==> src/logic/dpi_pkg.sv <==
// Purpose: Shared constants for the DRAM pin interface
// Assumes: 25 MHz SDRAM clock
// Notes:   Command codes are {row, col, we} active-low levels
package dpi_pkg;
   localparam int          ADDR_W        = 14;
   localparam int          DATA_W        = 64;
   localparam int          CHK_W         = 8;
   localparam int          WE_COPIES     = 4;
   localparam int          STRAP_CLOCKS  = 4;
   localparam logic [2:0]  CMD_NOP       = 3'h7;
   localparam logic [2:0]  CMD_ACTIVE    = 3'h3;
   localparam logic [2:0]  CMD_READ      = 3'h5;
   localparam logic [2:0]  CMD_WRITE     = 3'h4;
   localparam logic [2:0]  CMD_PRECHARGE = 3'h2;
   localparam logic [2:0]  CMD_REFRESH   = 3'h1;
   localparam logic [1:0]  SOCKET_NEAR   = 2'h0;

   typedef enum logic [5:0] {
      DPI_STRAP   = 6'b000001,
      DPI_IDLE    = 6'b000010,
      DPI_ROW     = 6'b000100,
      DPI_COL     = 6'b001000,
      DPI_PRECHG  = 6'b010000,
      DPI_PWRDN   = 6'b100000
   } dpi_state_t;
endpackage

==> src/logic/dpi_sync.sv <==
// Purpose: Two-stage synchroniser for pin inputs
// Assumes: Single clock domain
// Notes:   First stage read only by second stage
`timescale 1ns/1ns
module dpi_sync #(
   parameter int W = 1
) (
   input  wire logic         CLK_I,
   input  wire logic         RESET_N_I,
   input  wire logic [W-1:0] d_i,
   output logic      [W-1:0] q_o
);
   logic [W-1:0] stage1;

   // Two flops, constant reset values
   always_ff @(posedge CLK_I or negedge RESET_N_I) begin
      if (!RESET_N_I) begin
         stage1 <= '0;
         q_o    <= '0;
      end else begin
         stage1 <= d_i;
         q_o    <= stage1;
      end
   end
endmodule

==> src/logic/dpi_top.sv <==
// Purpose: Pin side of the DRAM controller: address, strobes, data, clock enable
// Assumes: Core supplies one access at a time with a ready handshake
// Notes:   EDO burst steps the low address copy; SDRAM issues one word per access
//
// How it works
// - Row then column address share one multiplexed address bus.
// - Separate low address copy completes address; steps through values in EDO bursts.
// - Low copy changes for socket 0 accesses or when the lookahead shows socket 0 next, otherwise holds value.
// - Four write-enable outputs always carry the same value.
// - Commands encoded on row, column and write strobes; write enable strobes EDO.
// - 64-bit data bus driven for writes, sampled for reads.
// - Check-bit lines driven only while writing.
// - Clock enable high normally, low for power-down.
// - All banks precharged before clock enable drops.
// - Power-down entered only on power-management request.
// - Clock-enable pin is an input sampling the strap through reset window.
`timescale 1ns/1ns
module dpi_top
(
   input  wire logic                         CLK_I,
   input  wire logic                         RESET_N_I,
   input  wire logic                         PROCESSOR_RESET_N_I,
   input  wire logic                         REQ_VALID_I,
   output logic                              REQ_READY_O,
   input  wire logic                         REQ_WRITE_I,
   input  wire logic                         REQ_EDO_I,
   input  wire logic [1:0]                   REQ_SOCKET_I,
   input  wire logic [1:0]                   NEXT_SOCKET_I,
   input  wire logic                         NEXT_VALID_I,
   input  wire logic [dpi_pkg::ADDR_W-1:0]   REQ_ROW_I,
   input  wire logic [dpi_pkg::ADDR_W-1:0]   REQ_COL_I,
   input  wire logic [dpi_pkg::DATA_W-1:0]   REQ_WDATA_I,
   input  wire logic [dpi_pkg::CHK_W-1:0]    REQ_WCHK_I,
   input  wire logic                         PWRDN_REQ_I,
   output logic                              RD_VALID_O,
   output logic      [dpi_pkg::DATA_W-1:0]   RD_DATA_O,
   output logic      [dpi_pkg::CHK_W-1:0]    RD_CHK_O,
   output logic                              STRAP_O,
   output logic                              STRAP_DONE_O,
   output logic      [dpi_pkg::ADDR_W-1:0]   MUXED_ADDR_BUS_O,
   output logic      [1:0]                   LOW_ADDR_COPY_O,
   output logic                              ROW_STROBE_N_O,
   output logic                              COL_STROBE_N_O,
   output logic      [dpi_pkg::WE_COPIES-1:0] WRITE_EN_N_O,
   input  wire logic [dpi_pkg::DATA_W-1:0]   MEM_DATA_BUS_I,
   output logic      [dpi_pkg::DATA_W-1:0]   MEM_DATA_BUS_O,
   output logic                              MEM_DATA_BUS_OE_O,
   input  wire logic [dpi_pkg::CHK_W-1:0]    CHECK_BIT_BUS_I,
   output logic      [dpi_pkg::CHK_W-1:0]    CHECK_BIT_BUS_O,
   output logic                              CHECK_BIT_BUS_OE_O,
   input  wire logic                         CLK_EN_I,
   output logic                              CLK_EN_O,
   output logic                              CLK_EN_OE_O
);
   import dpi_pkg::*;

   // ****************************************************************
   // Input synchronisers
   // ****************************************************************
   logic       processor_reset_n_n_s;
   logic       cke_s;
   logic [1:0] pin_q;

   // Processor reset and strap pin come from outside the clock domain
   dpi_sync #(.W(2)) u_sync (
      .CLK_I     (CLK_I),
      .RESET_N_I (RESET_N_I),
      .d_i       ({PROCESSOR_RESET_N_I, CLK_EN_I}),
      .q_o       (pin_q)
   );
   assign processor_reset_n_n_s = pin_q[1];
   assign cke_s      = pin_q[0];

   // ****************************************************************
   // Strap window
   // ****************************************************************
   logic [2:0] strap_cnt;
   logic       strap_done;
   logic       strap;

   // Window opens at system reset, closes 4 clocks after synchronised processor reset goes high (6 after the pin)
   always_ff @(posedge CLK_I or negedge RESET_N_I) begin
      if (!RESET_N_I) begin
         strap_cnt  <= '0;
         strap_done <= 1'b0;
      end else if (!processor_reset_n_n_s) begin
         strap_cnt  <= '0;
      end else if (!strap_done) begin
         if (strap_cnt == 3'(STRAP_CLOCKS - 1)) begin
            strap_done <= 1'b1;
         end
         strap_cnt <= strap_cnt + 3'h1;
      end
   end

   // Strap captured by a clocked process, never under reset
   always_ff @(posedge CLK_I or negedge RESET_N_I) begin
      if (!RESET_N_I) begin
         strap <= 1'b0;
      end else if (!strap_done) begin
         strap <= cke_s;
      end
   end

   assign STRAP_O      = strap;
   assign STRAP_DONE_O = strap_done;
   assign CLK_EN_OE_O  = strap_done;

   // ****************************************************************
   // Access sequencer
   // ****************************************************************
   dpi_state_t state;
   dpi_state_t next_state;
   logic       acc_write;
   logic       acc_edo;
   logic [1:0] acc_socket;
   logic [1:0] burst_cnt;
   logic       bank_open;

   // Power-down only on request, from idle directly with banks closed, or through precharge when a bank is open
   always_comb begin
      next_state = state;
      unique case (state)
         DPI_STRAP: begin
            if (strap_done) next_state = DPI_IDLE;
         end
         DPI_IDLE: begin
            if (PWRDN_REQ_I) begin
               next_state = bank_open ? DPI_PRECHG : DPI_PWRDN;
            end else if (REQ_VALID_I) begin
               next_state = DPI_ROW;
            end
         end
         DPI_ROW:    next_state = DPI_COL;
         DPI_COL: begin
            if (!acc_edo || burst_cnt == 2'h3) next_state = DPI_IDLE;
         end
         DPI_PRECHG: next_state = DPI_PWRDN;
         DPI_PWRDN: begin
            if (!PWRDN_REQ_I) next_state = DPI_IDLE;
         end
         default:    next_state = DPI_STRAP;
      endcase
   end

   always_ff @(posedge CLK_I or negedge RESET_N_I) begin
      if (!RESET_N_I) state <= DPI_STRAP;
      else            state <= next_state;
   end

   assign REQ_READY_O = (state == DPI_IDLE) && !PWRDN_REQ_I;

   // Capture access attributes on acceptance
   always_ff @(posedge CLK_I or negedge RESET_N_I) begin
      if (!RESET_N_I) begin
         acc_write  <= 1'b0;
         acc_edo    <= 1'b0;
         acc_socket <= SOCKET_NEAR;
      end else if (REQ_VALID_I && REQ_READY_O) begin
         acc_write  <= REQ_WRITE_I;
         acc_edo    <= REQ_EDO_I;
         acc_socket <= REQ_SOCKET_I;
      end
   end

   // Burst beat counter for EDO column phase
   always_ff @(posedge CLK_I or negedge RESET_N_I) begin
      if (!RESET_N_I)              burst_cnt <= 2'h0;
      else if (state == DPI_COL)   burst_cnt <= burst_cnt + 2'h1;
      else                         burst_cnt <= 2'h0;
   end

   // Rows left open after SDRAM accesses, closed by precharge
   always_ff @(posedge CLK_I or negedge RESET_N_I) begin
      if (!RESET_N_I)                              bank_open <= 1'b0;
      else if (state == DPI_ROW && !acc_edo)       bank_open <= 1'b1;
      else if (state == DPI_PRECHG)                bank_open <= 1'b0;
   end

   // ****************************************************************
   // Pin drivers
   // ****************************************************************
   logic [ADDR_W-1:0] row_addr;
   logic [ADDR_W-1:0] col_addr;
   logic [2:0]        cmd;
   logic              we_n;
   logic              near_hit;

   always_ff @(posedge CLK_I or negedge RESET_N_I) begin
      if (!RESET_N_I) begin
         row_addr <= '0;
         col_addr <= '0;
      end else if (REQ_VALID_I && REQ_READY_O) begin
         row_addr <= REQ_ROW_I;
         col_addr <= REQ_COL_I;
      end
   end

   // Row phase then column phase on one bus
   always_ff @(posedge CLK_I or negedge RESET_N_I) begin
      if (!RESET_N_I) begin
         MUXED_ADDR_BUS_O <= '0;
      end else if (next_state == DPI_ROW) begin
         MUXED_ADDR_BUS_O <= REQ_ROW_I;
      end else if (next_state == DPI_COL && state == DPI_ROW) begin
         MUXED_ADDR_BUS_O <= col_addr;
      end
   end

   // Near socket hit for access in flight, access being taken, or lookahead
   // Without the taken term the row phase of a socket 0 access would be missed
   assign near_hit = ((state != DPI_IDLE) && (acc_socket == SOCKET_NEAR)) ||
                     (REQ_VALID_I && REQ_READY_O && REQ_SOCKET_I == SOCKET_NEAR) ||
                     (NEXT_VALID_I && NEXT_SOCKET_I == SOCKET_NEAR);

   // Low copy tracks socket 0 and any access with a socket 0 lookahead; other accesses see it frozen for less load
   always_ff @(posedge CLK_I or negedge RESET_N_I) begin
      if (!RESET_N_I) begin
         LOW_ADDR_COPY_O <= 2'h0;
      end else if (near_hit) begin
         if (next_state == DPI_ROW) begin
            LOW_ADDR_COPY_O <= REQ_ROW_I[1:0];
         end else if (next_state == DPI_COL && state == DPI_ROW) begin
            LOW_ADDR_COPY_O <= col_addr[1:0];
         end else if (state == DPI_COL && acc_edo && next_state == DPI_COL) begin
            LOW_ADDR_COPY_O <= LOW_ADDR_COPY_O + 2'h1;
         end
      end
   end

   // Command encoding; strap phase forces no operation
   always_comb begin
      unique case (next_state)
         DPI_ROW:    cmd = CMD_ACTIVE;
         DPI_COL:    cmd = acc_write ? CMD_WRITE : CMD_READ;
         DPI_PRECHG: cmd = CMD_PRECHARGE;
         default:    cmd = CMD_NOP;
      endcase
   end

   always_ff @(posedge CLK_I or negedge RESET_N_I) begin
      if (!RESET_N_I) begin
         ROW_STROBE_N_O <= 1'b1;
         COL_STROBE_N_O <= 1'b1;
         we_n           <= 1'b1;
      end else begin
         ROW_STROBE_N_O <= cmd[2];
         COL_STROBE_N_O <= cmd[1];
         we_n           <= cmd[0];
      end
   end

   // One logical strobe fanned out only for electrical load
   assign WRITE_EN_N_O = {WE_COPIES{we_n}};

   // Write data and direction
   always_ff @(posedge CLK_I or negedge RESET_N_I) begin
      if (!RESET_N_I) begin
         MEM_DATA_BUS_O     <= '0;
         CHECK_BIT_BUS_O    <= '0;
         MEM_DATA_BUS_OE_O  <= 1'b0;
         CHECK_BIT_BUS_OE_O <= 1'b0;
      end else begin
         if (REQ_VALID_I && REQ_READY_O) begin
            MEM_DATA_BUS_O  <= REQ_WDATA_I;
            CHECK_BIT_BUS_O <= REQ_WCHK_I;
         end
         MEM_DATA_BUS_OE_O  <= (next_state == DPI_COL) && acc_write;
         CHECK_BIT_BUS_OE_O <= (next_state == DPI_COL) && acc_write;
      end
   end

   // Read capture one cycle after the column command
   always_ff @(posedge CLK_I or negedge RESET_N_I) begin
      if (!RESET_N_I) begin
         RD_VALID_O <= 1'b0;
         RD_DATA_O  <= '0;
         RD_CHK_O   <= '0;
      end else begin
         RD_VALID_O <= (state == DPI_COL) && !acc_write;
         if ((state == DPI_COL) && !acc_write) begin
            RD_DATA_O <= MEM_DATA_BUS_I;
            RD_CHK_O  <= CHECK_BIT_BUS_I;
         end
      end
   end

   // Clock enable low only in power-down
   always_ff @(posedge CLK_I or negedge RESET_N_I) begin
      if (!RESET_N_I) CLK_EN_O <= 1'b1;
      else            CLK_EN_O <= (next_state != DPI_PWRDN);
   end
endmodule

==> config.mk <==
export PLATFORM = sky130hd
export DESIGN_NAME = dpi_top
export DESIGN_NICKNAME = d
export VERILOG_FILES = /design/src/logic/dpi_pkg.sv /design/src/logic/dpi_sync.sv /design/src/logic/dpi_top.sv
export SDC_FILE = /design/constraint.sdc
export NUM_CORES = 1
export LEC_CHECK = 0
export BUFFER_PORTS_ARGS = -buffer_cell sky130_fd_sc_hd__buf_2
export CAP_MARGIN = 0
export CORE_MARGIN = 2
export CORE_UTILIZATION = 28
export DETAILED_ROUTE_END_ITERATION = 10
export SLEW_MARGIN = 20
export SYNTH_ARGS = -nofsm -noshare
export SYNTH_HDL_FRONTEND = slang
export SYNTH_SLANG_ARGS = --single-unit
==> constraint.sdc <==
create_clock -name CLK_I -period 2.2 [get_ports CLK_I]
set_input_delay 0.44 -clock CLK_I [delete_from_list [all_inputs] [get_ports CLK_I]]
set_output_delay 0.44 -clock CLK_I [all_outputs]
set_load 0.03 [all_outputs]
==> impl_metrics.py, run 1 <==
metrics = {
    "run_status": {
        "outcome": "finished, violations left",
        "violations": "negative setup slack",
    },
    "yosys": {
        "synth_area_per_cell_um2": 11.6,
        "synth-seq-cells": 202,
        "netlist.area_leader.share_pct": 58.8,
        "synthCells": 722,
        "synth_cell_types": 49,
        "synth_top_area_cell": "dfrtp_1",
        "synth.most_common_cell": "nand2_1",
        "synth-edff-count": 0,
        "synth.area.top_cells": "dfrtp_1 (59%), nand2_1 (13%), mux2_4 (12%)",
        "ys_seq_area_share_pct": 60.3,
        "syn_nets": 910,
        "syn-cell-area_mm2": 0.00839,
        "yosys_warnings": 0,
        "synth_async_sr_flop_share_pct": 100,
        "synth_common_cells": "nand2_1 (289), dfrtp_1 (197), mux2_4 (69)",
        "synthFlopType": "dfrtp_1",
    },
    "detailed_routing": {
        "avgRoutedWirePerCell_um": 15.5,
        "wl_met3_um": 2220,
        "drt_iter0_drc": 232,
        "wl_met1_um": 9460,
        "drt_wl_total_um": 23300,
        "drc": 0,
        "drt_pass1_iterations": 4,
        "highest_layer": "met5",
        "avgViaCountPerCell": 4.33,
        "ant_nets": 0,
        "routed-wl-met2_um": 11100,
        "num_vias": 6525,
    },
    "floorplan": {
        "die_y_um": 177,
        "core_mm2": 0.0296,
        "rows": 63,
        "initial_utilization_pct": 28.4,
        "die-area_mm2": 0.0314,
        "pin_count": 359,
        "die_w_um": 177,
    },
    "worst_setup_path": {
        "required_ps": 2580,
        "arrival_ps": 2610,
        "start_kind": "flip-flop",
        "cp-endpoint": "RD_DATA_O[34]",
        "r2r-start": "state[5]",
        "critPathKind": "flip-flop to flip-flop",
        "crit_path_start": "state[5]",
        "r2r-end": "RD_DATA_O[34]",
        "r2r_slack_ps": -30,
        "worstRegToRegCells": 5,
        "worstPathMaxFanout": 8,
        "cp-end-kind": "flip-flop",
    },
    "global_routing": {
        "grt_overflow": 0,
        "grt_max_degree": 82,
        "grt_first_pass_wirelength_um": 34900,
        "grt_pass1_vias": 6607,
        "grt_usage_pct": 13.9,
        "grt_antenna_before_repair": 3,
    },
    "clock_network": {
        "cts_tree": "built",
        "cts_root_buffer": "clkbuf_16",
        "insertion_delay_ps": 510,
        "cts_buffer_depth": 3,
        "h-tree-depth": 1,
        "cts_sinks": 202,
        "cts_buffers": 24,
        "clk_pin_slew_ps": 60,
    },
    "timing": {
        "slew_headroom_pct": 68.9,
        "hold_viol_final": 0,
        "rsz0062_at_grt": "true",
        "finalCriticalPeriod_ps": 2230,
        "setup_viol": 38,
        "finalHoldWorstSlack_ps": 33.4,
        "clock_skew_ps": 10.3,
        "setup_tns_ps": -422,
        "tightest_slew_ps": 466,
        "max_freq_mhz": 448,
        "drv_slew": 0,
        "post-route-period-util_pct": 101,
        "timing.final.ws_setup_ps": -31.1,
    },
    "placement": {
        "place_area_mm2": 0.0106,
        "dp_cells": 1459,
        "place_hpwl_um": 16700,
        "portBuffers": 358,
        "place.gp.congestion": 0.854,
        "dpl_worst_slack_ps": -23.3,
    },
    "power_and_ir_drop": {
        "pwr_density_cell_mw_per_mm2": 1220,
        "seq_power_share_pct": 39.4,
        "ir_drop_mv": 0.714,
        "power_frac_clock_pct": 26.4,
        "switchingPower_mw": 5.51,
        "power.leakage_nw": 6.49,
        "power_frac_comb_pct": 34.2,
        "sw_frac_of_total_pct": 38.9,
        "power_mw": 14.2,
        "p_int_mw": 8.65,
    },
    "finish": {
        "final_util_pct": 39.2,
        "fin_nets": 1290,
        "synthToLayoutAreaGrowth_pct": 38.3,
        "drive_gt1_share_pct": 47.3,
        "design_area_mm2": 0.0116,
        "layout.cells.non_filler": 1507,
        "diodes": 0,
    },
    "flow_run": {
        "cap_violations": 0,
    },
    "hold_path": {
        "hold_class": "input pin to flip-flop",
    },
}
what timing repair did:
item	4_1_cts	5_1_grt
hold buffers	1	0
gates resized for setup	4	14
pin swaps	1	1
setup endpoints to repair	41	79
setup buffers	1	1
gates cloned	0	4
endpoints found under the hold margin	34	0
power groups by stage:
stage / clock network, mW / logic [mW] / registers [mW]
2_1_floorplan: 0 / 1.34 / 7.41
3_3_place_gp: 0 / 4.79 / 5.58
3_5_place_dp: 0 / 4.87 / 5.59
4_1_cts: 3.87 / 4.87 / 5.58
5_1_grt: 4.03 / 5.24 / 5.74
6_report: 3.74 / 4.84 / 5.58
placed cells by master (no fill, tap or decap), types with 3 or more instances in the layout:
cell type   count
and2_1          3
buf_12          9
buf_2         356
buf_4          25
clkbuf_1        4
clkbuf_16      28
clkbuf_8        5
clkinvlp_4      5
dfrtp_1       197
dfstp_2         5
ha_1            3
inv_1           7
mux2_2          4
mux2_4         71
mux2i_1        16
nand2_1       289
nand2b_1        4
nor2_1         15
nor2b_1         3
o21ai_0        20
sequential cells by signal (all words and copies together) (netlist names), 2 cells and up:
register	count
strap_cnt	3
u_sync.q_o	2
MUXED_ADDR_BUS_O	14
CHECK_BIT_BUS_O	8
RD_DATA_O	64
col_addr	14
RD_CHK_O	8
burst_cnt	2
state	6
acc_socket	2
u_sync.stage1	2
LOW_ADDR_COPY_O	2
MEM_DATA_BUS_O	64
worst max-delay path: stages (launching register included):
cell and delay (ps):
dfrtp_1 410, or4b_4 550, or3_4 410, nor2_8 180, buf_4 230, mux2_4 310
kinds of logic after synthesis:
group / synth area share (%)
multiplexers: 15.1
adder cells (fa/ha/maj): 0.447
XOR/XNOR: 0.209
AND/OR/NAND/NOR: 16.6
flip-flops: 60.3
AO/OA/AOI/OAI: 2.43
buffers and inverters: 4.91
how the worst min path moves through the flow:
stage / from / cells past startpoint / end / slack, ps
CTS: CLK_EN_I / 1 / u_sync.stage1[0] / 2
finish: CLK_EN_I / 1 / u_sync.stage1[0] / 30
floorplan: RESET_N_I / 0 / CHECK_BIT_BUS_OE_O / 140
detailed placement: u_sync.stage1[0] / 0 / u_sync.q_o[0] / 330
global placement: u_sync.stage1[0] / 0 / u_sync.q_o[0] / 330
global route: CLK_EN_I / 1 / u_sync.stage1[0] / 4
cell type report:
cell class / instances / area, µm²
well taps: 390 / 488
fillers: 2952 / 18000
clock buffers: 33 / 696
clock inverters: 8 / 56.3
flip-flops and latches: 202 / 5060
inverters: 8 / 35.0
repair buffers: 398 / 2290
multi-input cells: 468 / 2970
per-layer routing:
metal | global-route usage [%] | up-vias
li1 | - | 3086
met3 | 4.21 | 44
met2 | 23.8 | 294
met1 | 16.7 | 3095
met5 | 0 | -
met4 | 4.20 | 6
No activity file was read; power rests on OpenSTA's default activity.
==> run 2, diff against run 1 <==
--- a/config.mk
+++ b/config.mk
@@ -7,6 +7,7 @@
 export LEC_CHECK = 0
 export BUFFER_PORTS_ARGS = -buffer_cell sky130_fd_sc_hd__buf_2
 export CAP_MARGIN = 0
+export CORE_ASPECT_RATIO = 1.2
 export CORE_MARGIN = 2
 export CORE_UTILIZATION = 28
 export DETAILED_ROUTE_END_ITERATION = 10
==> constraint.sdc (replaced) <==
create_clock -name CLK_I -period 2.2 [get_ports CLK_I]
set_input_delay 0.11 -clock CLK_I [delete_from_list [all_inputs] [get_ports CLK_I]]
set_output_delay 0.11 -clock CLK_I [all_outputs]
set_load 0.03 [all_outputs]
==> run 2 against run 1 <==
The run still ends with negative setup slack left. Register-to-register slack better by 30 ps. Maximum frequency is 1.2% higher. First-iteration DRC count grew 41%. Cell count up 12%. Combinational power increased by 8.1%. Highest routed layer is now met4. Total power rose by 5.7%. Utilization rose by 6.8 points. Wire length grew 14%. Critical path type unchanged. Critical endpoint is now RD_DATA_O[21].
==> impl_metrics.py, run 2 (synthesis gave the netlist of run 1 again) <==
metrics = {
    "finish": {
        "fin_nets": 1476,
        "top_regs": "MEM_DATA_BUS_O x64, RD_DATA_O x64",
        "design_area_mm2": 0.0136,
        "layout_common_cells": "buf_2 (357), nand2_1 (289), dfrtp_1 (197), dlygate4sd3_1 (180), mux2_4 (69)",
        "synthToLayoutAreaGrowth_pct": 62.1,
        "drive_gt1_share_pct": 41.6,
        "diodes": 0,
        "fillers": 2643,
        "layout_commonest_cell": "buf_2",
        "final_util_pct": 46.1,
    },
    "timing": {
        "timing.final.ws_setup_ps": -5.01,
        "tightest_slew_ps": 579,
        "rsz0062_at_grt": "true",
        "max_freq_mhz": 454,
        "hold_viol_final": 0,
        "post-route-period-util_pct": 100,
        "clock_skew_ps": 16.7,
        "setup_tns_ps": -6.74,
        "slew_headroom_pct": 61.4,
        "setup_viol": 2,
        "finalCriticalPeriod_ps": 2210,
        "drv_slew": 0,
    },
    "worst_setup_path": {
        "cp_top_family": "simple AND/OR/NAND/NOR gates",
        "start_kind": "flip-flop",
        "cp.depth": 6,
        "cp_num_buf_inv": 2,
        "cp_slowest_cell": "or4b_4",
        "required_ps": 2600,
        "worstRegToRegCells": 6,
        "worstPathCellList": "or4b_4, or3_4, nor2_8, buf_12, clkbuf_16, mux2_4",
        "arrival_ps": 2610,
        "slowest_delay_ps": 540,
        "worstPathMaxFanout": 9,
        "cp-end-kind": "flip-flop",
        "critPathKind": "flip-flop to flip-flop",
    },
    "detailed_routing": {
        "drc": 0,
        "num_vias": 7386,
        "avgViaCountPerCell": 4.36,
        "avgRoutedWirePerCell_um": 15.7,
        "drt_wl_total_um": 26600,
        "drt_iter0_drc": 328,
        "drt_pass1_iterations": 5,
        "ant_nets": 0,
    },
    "clock_network": {
        "cts_buffer_depth": 3,
        "cts_root_buffer": "clkbuf_16",
        "cts_buffers": 23,
        "insertion_delay_ps": 520,
        "clk_pin_slew_ps": 60,
        "cts_sinks": 202,
        "cts_tree": "built",
        "h-tree-depth": 1,
    },
    "hold_path": {
        "hold_depth": 4,
        "hold_class": "input pin to flip-flop",
    },
    "floorplan": {
        "die-area_mm2": 0.0314,
        "pin_count": 359,
        "die_y_um": 194,
        "rows": 69,
        "die_w_um": 162,
        "core_mm2": 0.0295,
        "initial_utilization_pct": 28.4,
    },
    "run_status": {
        "violations": "negative setup slack",
        "outcome": "finished, violations left",
    },
    "global_routing": {
        "grt_antenna_before_repair": 0,
        "grt_usage_pct": 16.2,
        "grt_overflow": 0,
        "grt_max_degree": 64,
        "grt_pass1_vias": 7741,
        "grt_first_pass_wirelength_um": 41100,
    },
    "power_and_ir_drop": {
        "switchingPower_mw": 5.72,
        "power_frac_clock_pct": 27.9,
        "power_frac_comb_pct": 35.0,
        "seq_power_share_pct": 37.1,
        "pwr_density_cell_mw_per_mm2": 1100,
        "power.leakage_nw": 7.35,
        "ir_drop_mv": 0.805,
        "power_mw": 15.0,
        "sw_frac_of_total_pct": 38.3,
        "p_int_mw": 9.23,
    },
    "placement": {
        "place_hpwl_um": 16800,
        "place_area_mm2": 0.0107,
        "portBuffers": 358,
        "place.gp.congestion": 0.798,
    },
    "flow_run": {
        "cap_violations": 0,
    },
}
[run 2: cell types whose count changed in the layout (fill, tap and decap cells not counted), sizes merged]
cell | before | now
nor2 | 17 | 16
bufbuf | 0 | 1
buf | 393 | 400
clkbuf | 37 | 29
inv | 8 | 10
dlygate4sd3 | 1 | 180
bufinv | 0 | 5
clkinv | 3 | 6
[run 2: worst min-delay path: stages]
cell   delay [ps]
buf_2         120
inv_1          50
or4_4         170
inv_4          90
[run 2: path summary, 6_finish.rpt]
check,from,slack [ps],to
max reg2reg,state[2],-5,RD_DATA_O[21]
min reg2reg,u_sync.stage1[0],350,u_sync.q_o[0]
max in group asynchronous,RESET_N_I,1240,we_n
max,state[2],-5,RD_DATA_O[21]
min in group asynchronous,RESET_N_I,190,RD_DATA_O[35]
min,REQ_VALID_I,90,state[2]
[run 2: metal layers]
layer	global-route usage [%]	up-vias	wire [µm]
met2	29.3	361	13200
met3	4.13	56	2320
met1	18.7	3511	10400
met5	0	-	0
li1	-	3458	-
met4	4.92	0	735
[run 2: stage by stage]
step | setup slack, ps | hold slack [ps] | std cells
2_1_floorplan | 1.65 | -186 | 722
3_3_place_gp | -2.73 | 149 | 1465
3_5_place_dp | -39.5 | 154 | 1465
4_1_cts | -13.7 | 71.6 | 1690
5_1_grt | -46.9 | 107 | 1695
6_report | -5.01 | 88.0 | 1695
[run 2: cell type report]
class	instances	area (µm²)	area share [%]
Clock buffer	24	589	4.33
Clock inverter	18	243	1.79
Inverter	8	32.5	0.239
Multi-Input combinational cell	467	2960	21.8
Sequential cell	202	5060	37.2
Tap cell	390	488	3.59
Timing Repair Buffer	586	4230	31.1
[run 2: timing repair]
action | CTS | global route
gates resized for setup | 3 | 9
hold buffers | 180 | 0
hold endpoints to repair | 239 | 0
buffers inserted | 2 | 0
gates cloned | 1 | 5
endpoints found under the setup margin | 47 | 72
pin swaps | 1 | 0
[run 2: power by group through the flow]
stage          logic (mW)  clock network, mW  registers, mW
6_report             5.23               4.17           5.55
2_1_floorplan        1.34                  0           7.41
4_1_cts              5.18               4.28           5.53
3_3_place_gp         4.87                  0           5.54
3_5_place_dp         4.93                  0           5.56
5_1_grt              5.61               4.47           5.69
==> run 3, diff against run 2 <==
--- a/config.mk
+++ b/config.mk
@@ -6,7 +6,7 @@
 export NUM_CORES = 1
 export LEC_CHECK = 0
 export BUFFER_PORTS_ARGS = -buffer_cell sky130_fd_sc_hd__buf_2
-export CAP_MARGIN = 0
+export CAP_MARGIN = 10
 export CORE_ASPECT_RATIO = 1.2
 export CORE_MARGIN = 2
 export CORE_UTILIZATION = 28
@@ -14,4 +14,5 @@
 export SLEW_MARGIN = 20
 export SYNTH_ARGS = -nofsm -noshare
 export SYNTH_HDL_FRONTEND = slang
+export SYNTH_HIERARCHICAL = 1
 export SYNTH_SLANG_ARGS = --single-unit
==> run 3 against run 2 <==
The run still ends with negative setup slack left. Non-clock buffer count shrank 7. Final area decreased by 1.9%. First-iteration DRC count grew 20%. Flip-flop and latch count stayed put. Sequential share of layout area is 0.71 points higher. Critical path type unchanged. Largest cell class unchanged. Largest power group is now combinational logic.
==> impl_metrics.py, run 3 <==
metrics = {
    "clock_network": {
        "cts_buffer_depth": 3,
        "clk_pin_slew_ps": 60,
        "h-tree-depth": 1,
        "cts_tree": "built",
        "cts_buffers": 23,
        "cts_sinks": 202,
        "insertion_delay_ps": 520,
        "cts_root_buffer": "clkbuf_16",
    },
    "timing": {
        "rsz0062_at_grt": "true",
        "timing.final.ws_setup_ps": -13.8,
        "clock_skew_ps": 17.1,
        "setup_viol": 18,
        "finalHoldWorstSlack_ps": 34.0,
        "finalCriticalPeriod_ps": 2210,
        "max_freq_mhz": 452,
        "post-route-period-util_pct": 101,
        "slew_headroom_pct": 57.4,
        "drv_slew": 0,
        "hold_viol_final": 0,
        "tightest_slew_ps": 638,
    },
    "global_routing": {
        "grt_pass1_vias": 7709,
        "grt_overflow": 0,
        "grt_usage_pct": 16.2,
        "grt_max_degree": 65,
        "grt_first_pass_wirelength_um": 40500,
        "grt_antenna_before_repair": 0,
    },
    "power_and_ir_drop": {
        "power.leakage_nw": 7.14,
        "ir_drop_mv": 0.787,
        "pwr_density_cell_mw_per_mm2": 1140,
    },
    "finish": {
        "layout_commonest_cell": "buf_2",
        "diodes": 0,
        "layout_common_cells": "buf_2 (357), nand2_1 (292), dfrtp_1 (197), dlygate4sd3_1 (180), mux2_4 (70)",
        "drive_gt1_share_pct": 40.9,
        "fillers": 2628,
        "layout.cells.non_filler": 1691,
        "fin_nets": 1472,
        "synthToLayoutAreaGrowth_pct": 60.5,
        "top_regs": "MEM_DATA_BUS_O x64, RD_DATA_O x64",
    },
    "yosys": {
        "synth_area_per_cell_um2": 11.5,
        "synth_async_sr_flop_share_pct": 100,
        "syn_nets": 912,
        "synth_compound_area_share_pct": 4.05,
        "synth.area.top_cells": "dfrtp_1 (59%), nand2_1 (13%), mux2_4 (12%)",
        "netlist.area_leader.share_pct": 59.3,
        "synth-seq-cells": 202,
        "yosys_warnings": 6,
        "synth_common_cells": "nand2_1 (293), dfrtp_1 (197), mux2_4 (69)",
        "synthCells": 724,
        "synth_top_family_by_area": "simple AND/OR/NAND/NOR gates",
        "synth_top_area_cell": "dfrtp_1",
        "synthFlopType": "dfrtp_1",
        "synth-adder-area-share_pct": 0.451,
        "synth-edff-count": 0,
        "synth.area.mux_share_pct": 13.5,
        "synth_simple_gate_area_share_pct": 16.7,
        "synth_cell_types": 47,
        "synth-xor-area-share_pct": 0.211,
        "synth.most_common_cell": "nand2_1",
        "syn-cell-area_mm2": 0.00831,
        "ys_seq_area_share_pct": 60.9,
    },
    "placement": {
        "place_hpwl_um": 16600,
        "place.gp.congestion": 0.800,
        "portBuffers": 358,
        "dp_cells": 1465,
    },
    "flow_run": {
        "cap_violations": 0,
    },
    "floorplan": {
        "core_mm2": 0.0294,
        "pin_count": 359,
        "rows": 69,
        "die-area_mm2": 0.0311,
        "die_y_um": 193,
        "initial_utilization_pct": 28.2,
        "die_w_um": 161,
    },
    "hold_path": {
        "hold_class": "input pin to flip-flop",
    },
    "detailed_routing": {
        "drt_iter0_drc": 395,
        "ant_nets": 0,
        "drc": 0,
        "drt_wl_total_um": 26100,
        "num_vias": 7362,
        "avgRoutedWirePerCell_um": 15.5,
        "drt_pass1_iterations": 4,
        "avgViaCountPerCell": 4.35,
    },
    "run_status": {
        "violations": "negative setup slack",
        "outcome": "finished, violations left",
    },
    "worst_setup_path": {
        "critPathKind": "flip-flop to flip-flop",
        "start_kind": "flip-flop",
        "arrival_ps": 2620,
        "cp-end-kind": "flip-flop",
        "required_ps": 2600,
        "worstPathMaxFanout": 20,
    },
}
run 3: report_power, final:
group | leakage (nW) | switching, mW | internal, mW | total (mW)
logic | 4.11 | 3.76 | 2.08 | 5.84
clock network | 0.385 | 1.56 | 2.28 | 3.84
registers | 2.64 | 0.693 | 4.89 | 5.59
run 3: worst max-delay path: stages (launching register included):
cell,delay (ps)
dfrtp_1,380
or4b_4,540
or3_4,410
nor2_8,220
buf_12,220
mux2_4,320
run 3: what timing repair did:
item	4_1_cts	5_1_grt
endpoints found under the setup margin	84	81
gates resized for setup	8	10
gates cloned	1	0
pin swaps	2	2
setup buffers	1	2
hold endpoints to repair	235	0
hold buffers	180	0
run 3: cell type report:
class	instances	area, µm²	share of cell area [%]
Inverter	6	23.8	0.178
Sequential cell	202	5060	37.9
Timing Repair Buffer	579	4040	30.3
Clock buffer	33	683	5.12
Clock inverter	9	80.1	0.600
Tap cell	390	488	3.66
Multi-Input combinational cell	472	2970	22.2
run 3: cells by family (layout without fill, tap and decap cells):
logic type	count (synthesis)	in the layout
and+or+nand+nor	338	339
DFF	202	202
muxes	77	77
AOI/OAI and AO/OA	51	51
buffers and inverters	51	627
adders and majority gates	3	3
xor gates and xnor gates	2	2
run 3: final timing paths:
check                                 start                  end  slack [ps]  depth (start not counted)
setup reg to reg                   state[5]          RD_CHK_O[3]         -10                          5
hold / removal                  REQ_VALID_I             state[4]          30                          4
max in group asynchronous         RESET_N_I  MUXED_ADDR_BUS_O[8]        1330                          3
hold reg to reg            u_sync/stage1[0]        u_sync/q_o[0]         350                          0
setup / recovery                   state[5]          RD_CHK_O[3]         -10                          5
min in group asynchronous         RESET_N_I          RD_CHK_O[0]         180                          2
run 3: metal layers:
layer / GRT usage, % / vias up / part of all wire, %
met5: 0 / - / 0
met4: 4.53 / 0 / 2.3
met3: 4.28 / 50 / 8.2
met2: 29.1 / 316 / 49
met1: 19.0 / 3513 / 40
li1: - / 3483 / -
run 3: metrics by stage:
step	util [%]	power, mW	area, µm²	TNS, ps	setup slack, ps
global route	45.3	16.2	13300	-3640	-82.7
global placement	36.1	10.9	10600	-2570	-106
CTS	45.0	15.3	13300	-1640	-53.7
detailed placement	36.1	11.0	10600	-6010	-158
finish	45.3	15.3	13300	-74.2	-13.8
floorplan	-	9.13	8310	-5710	-83.2
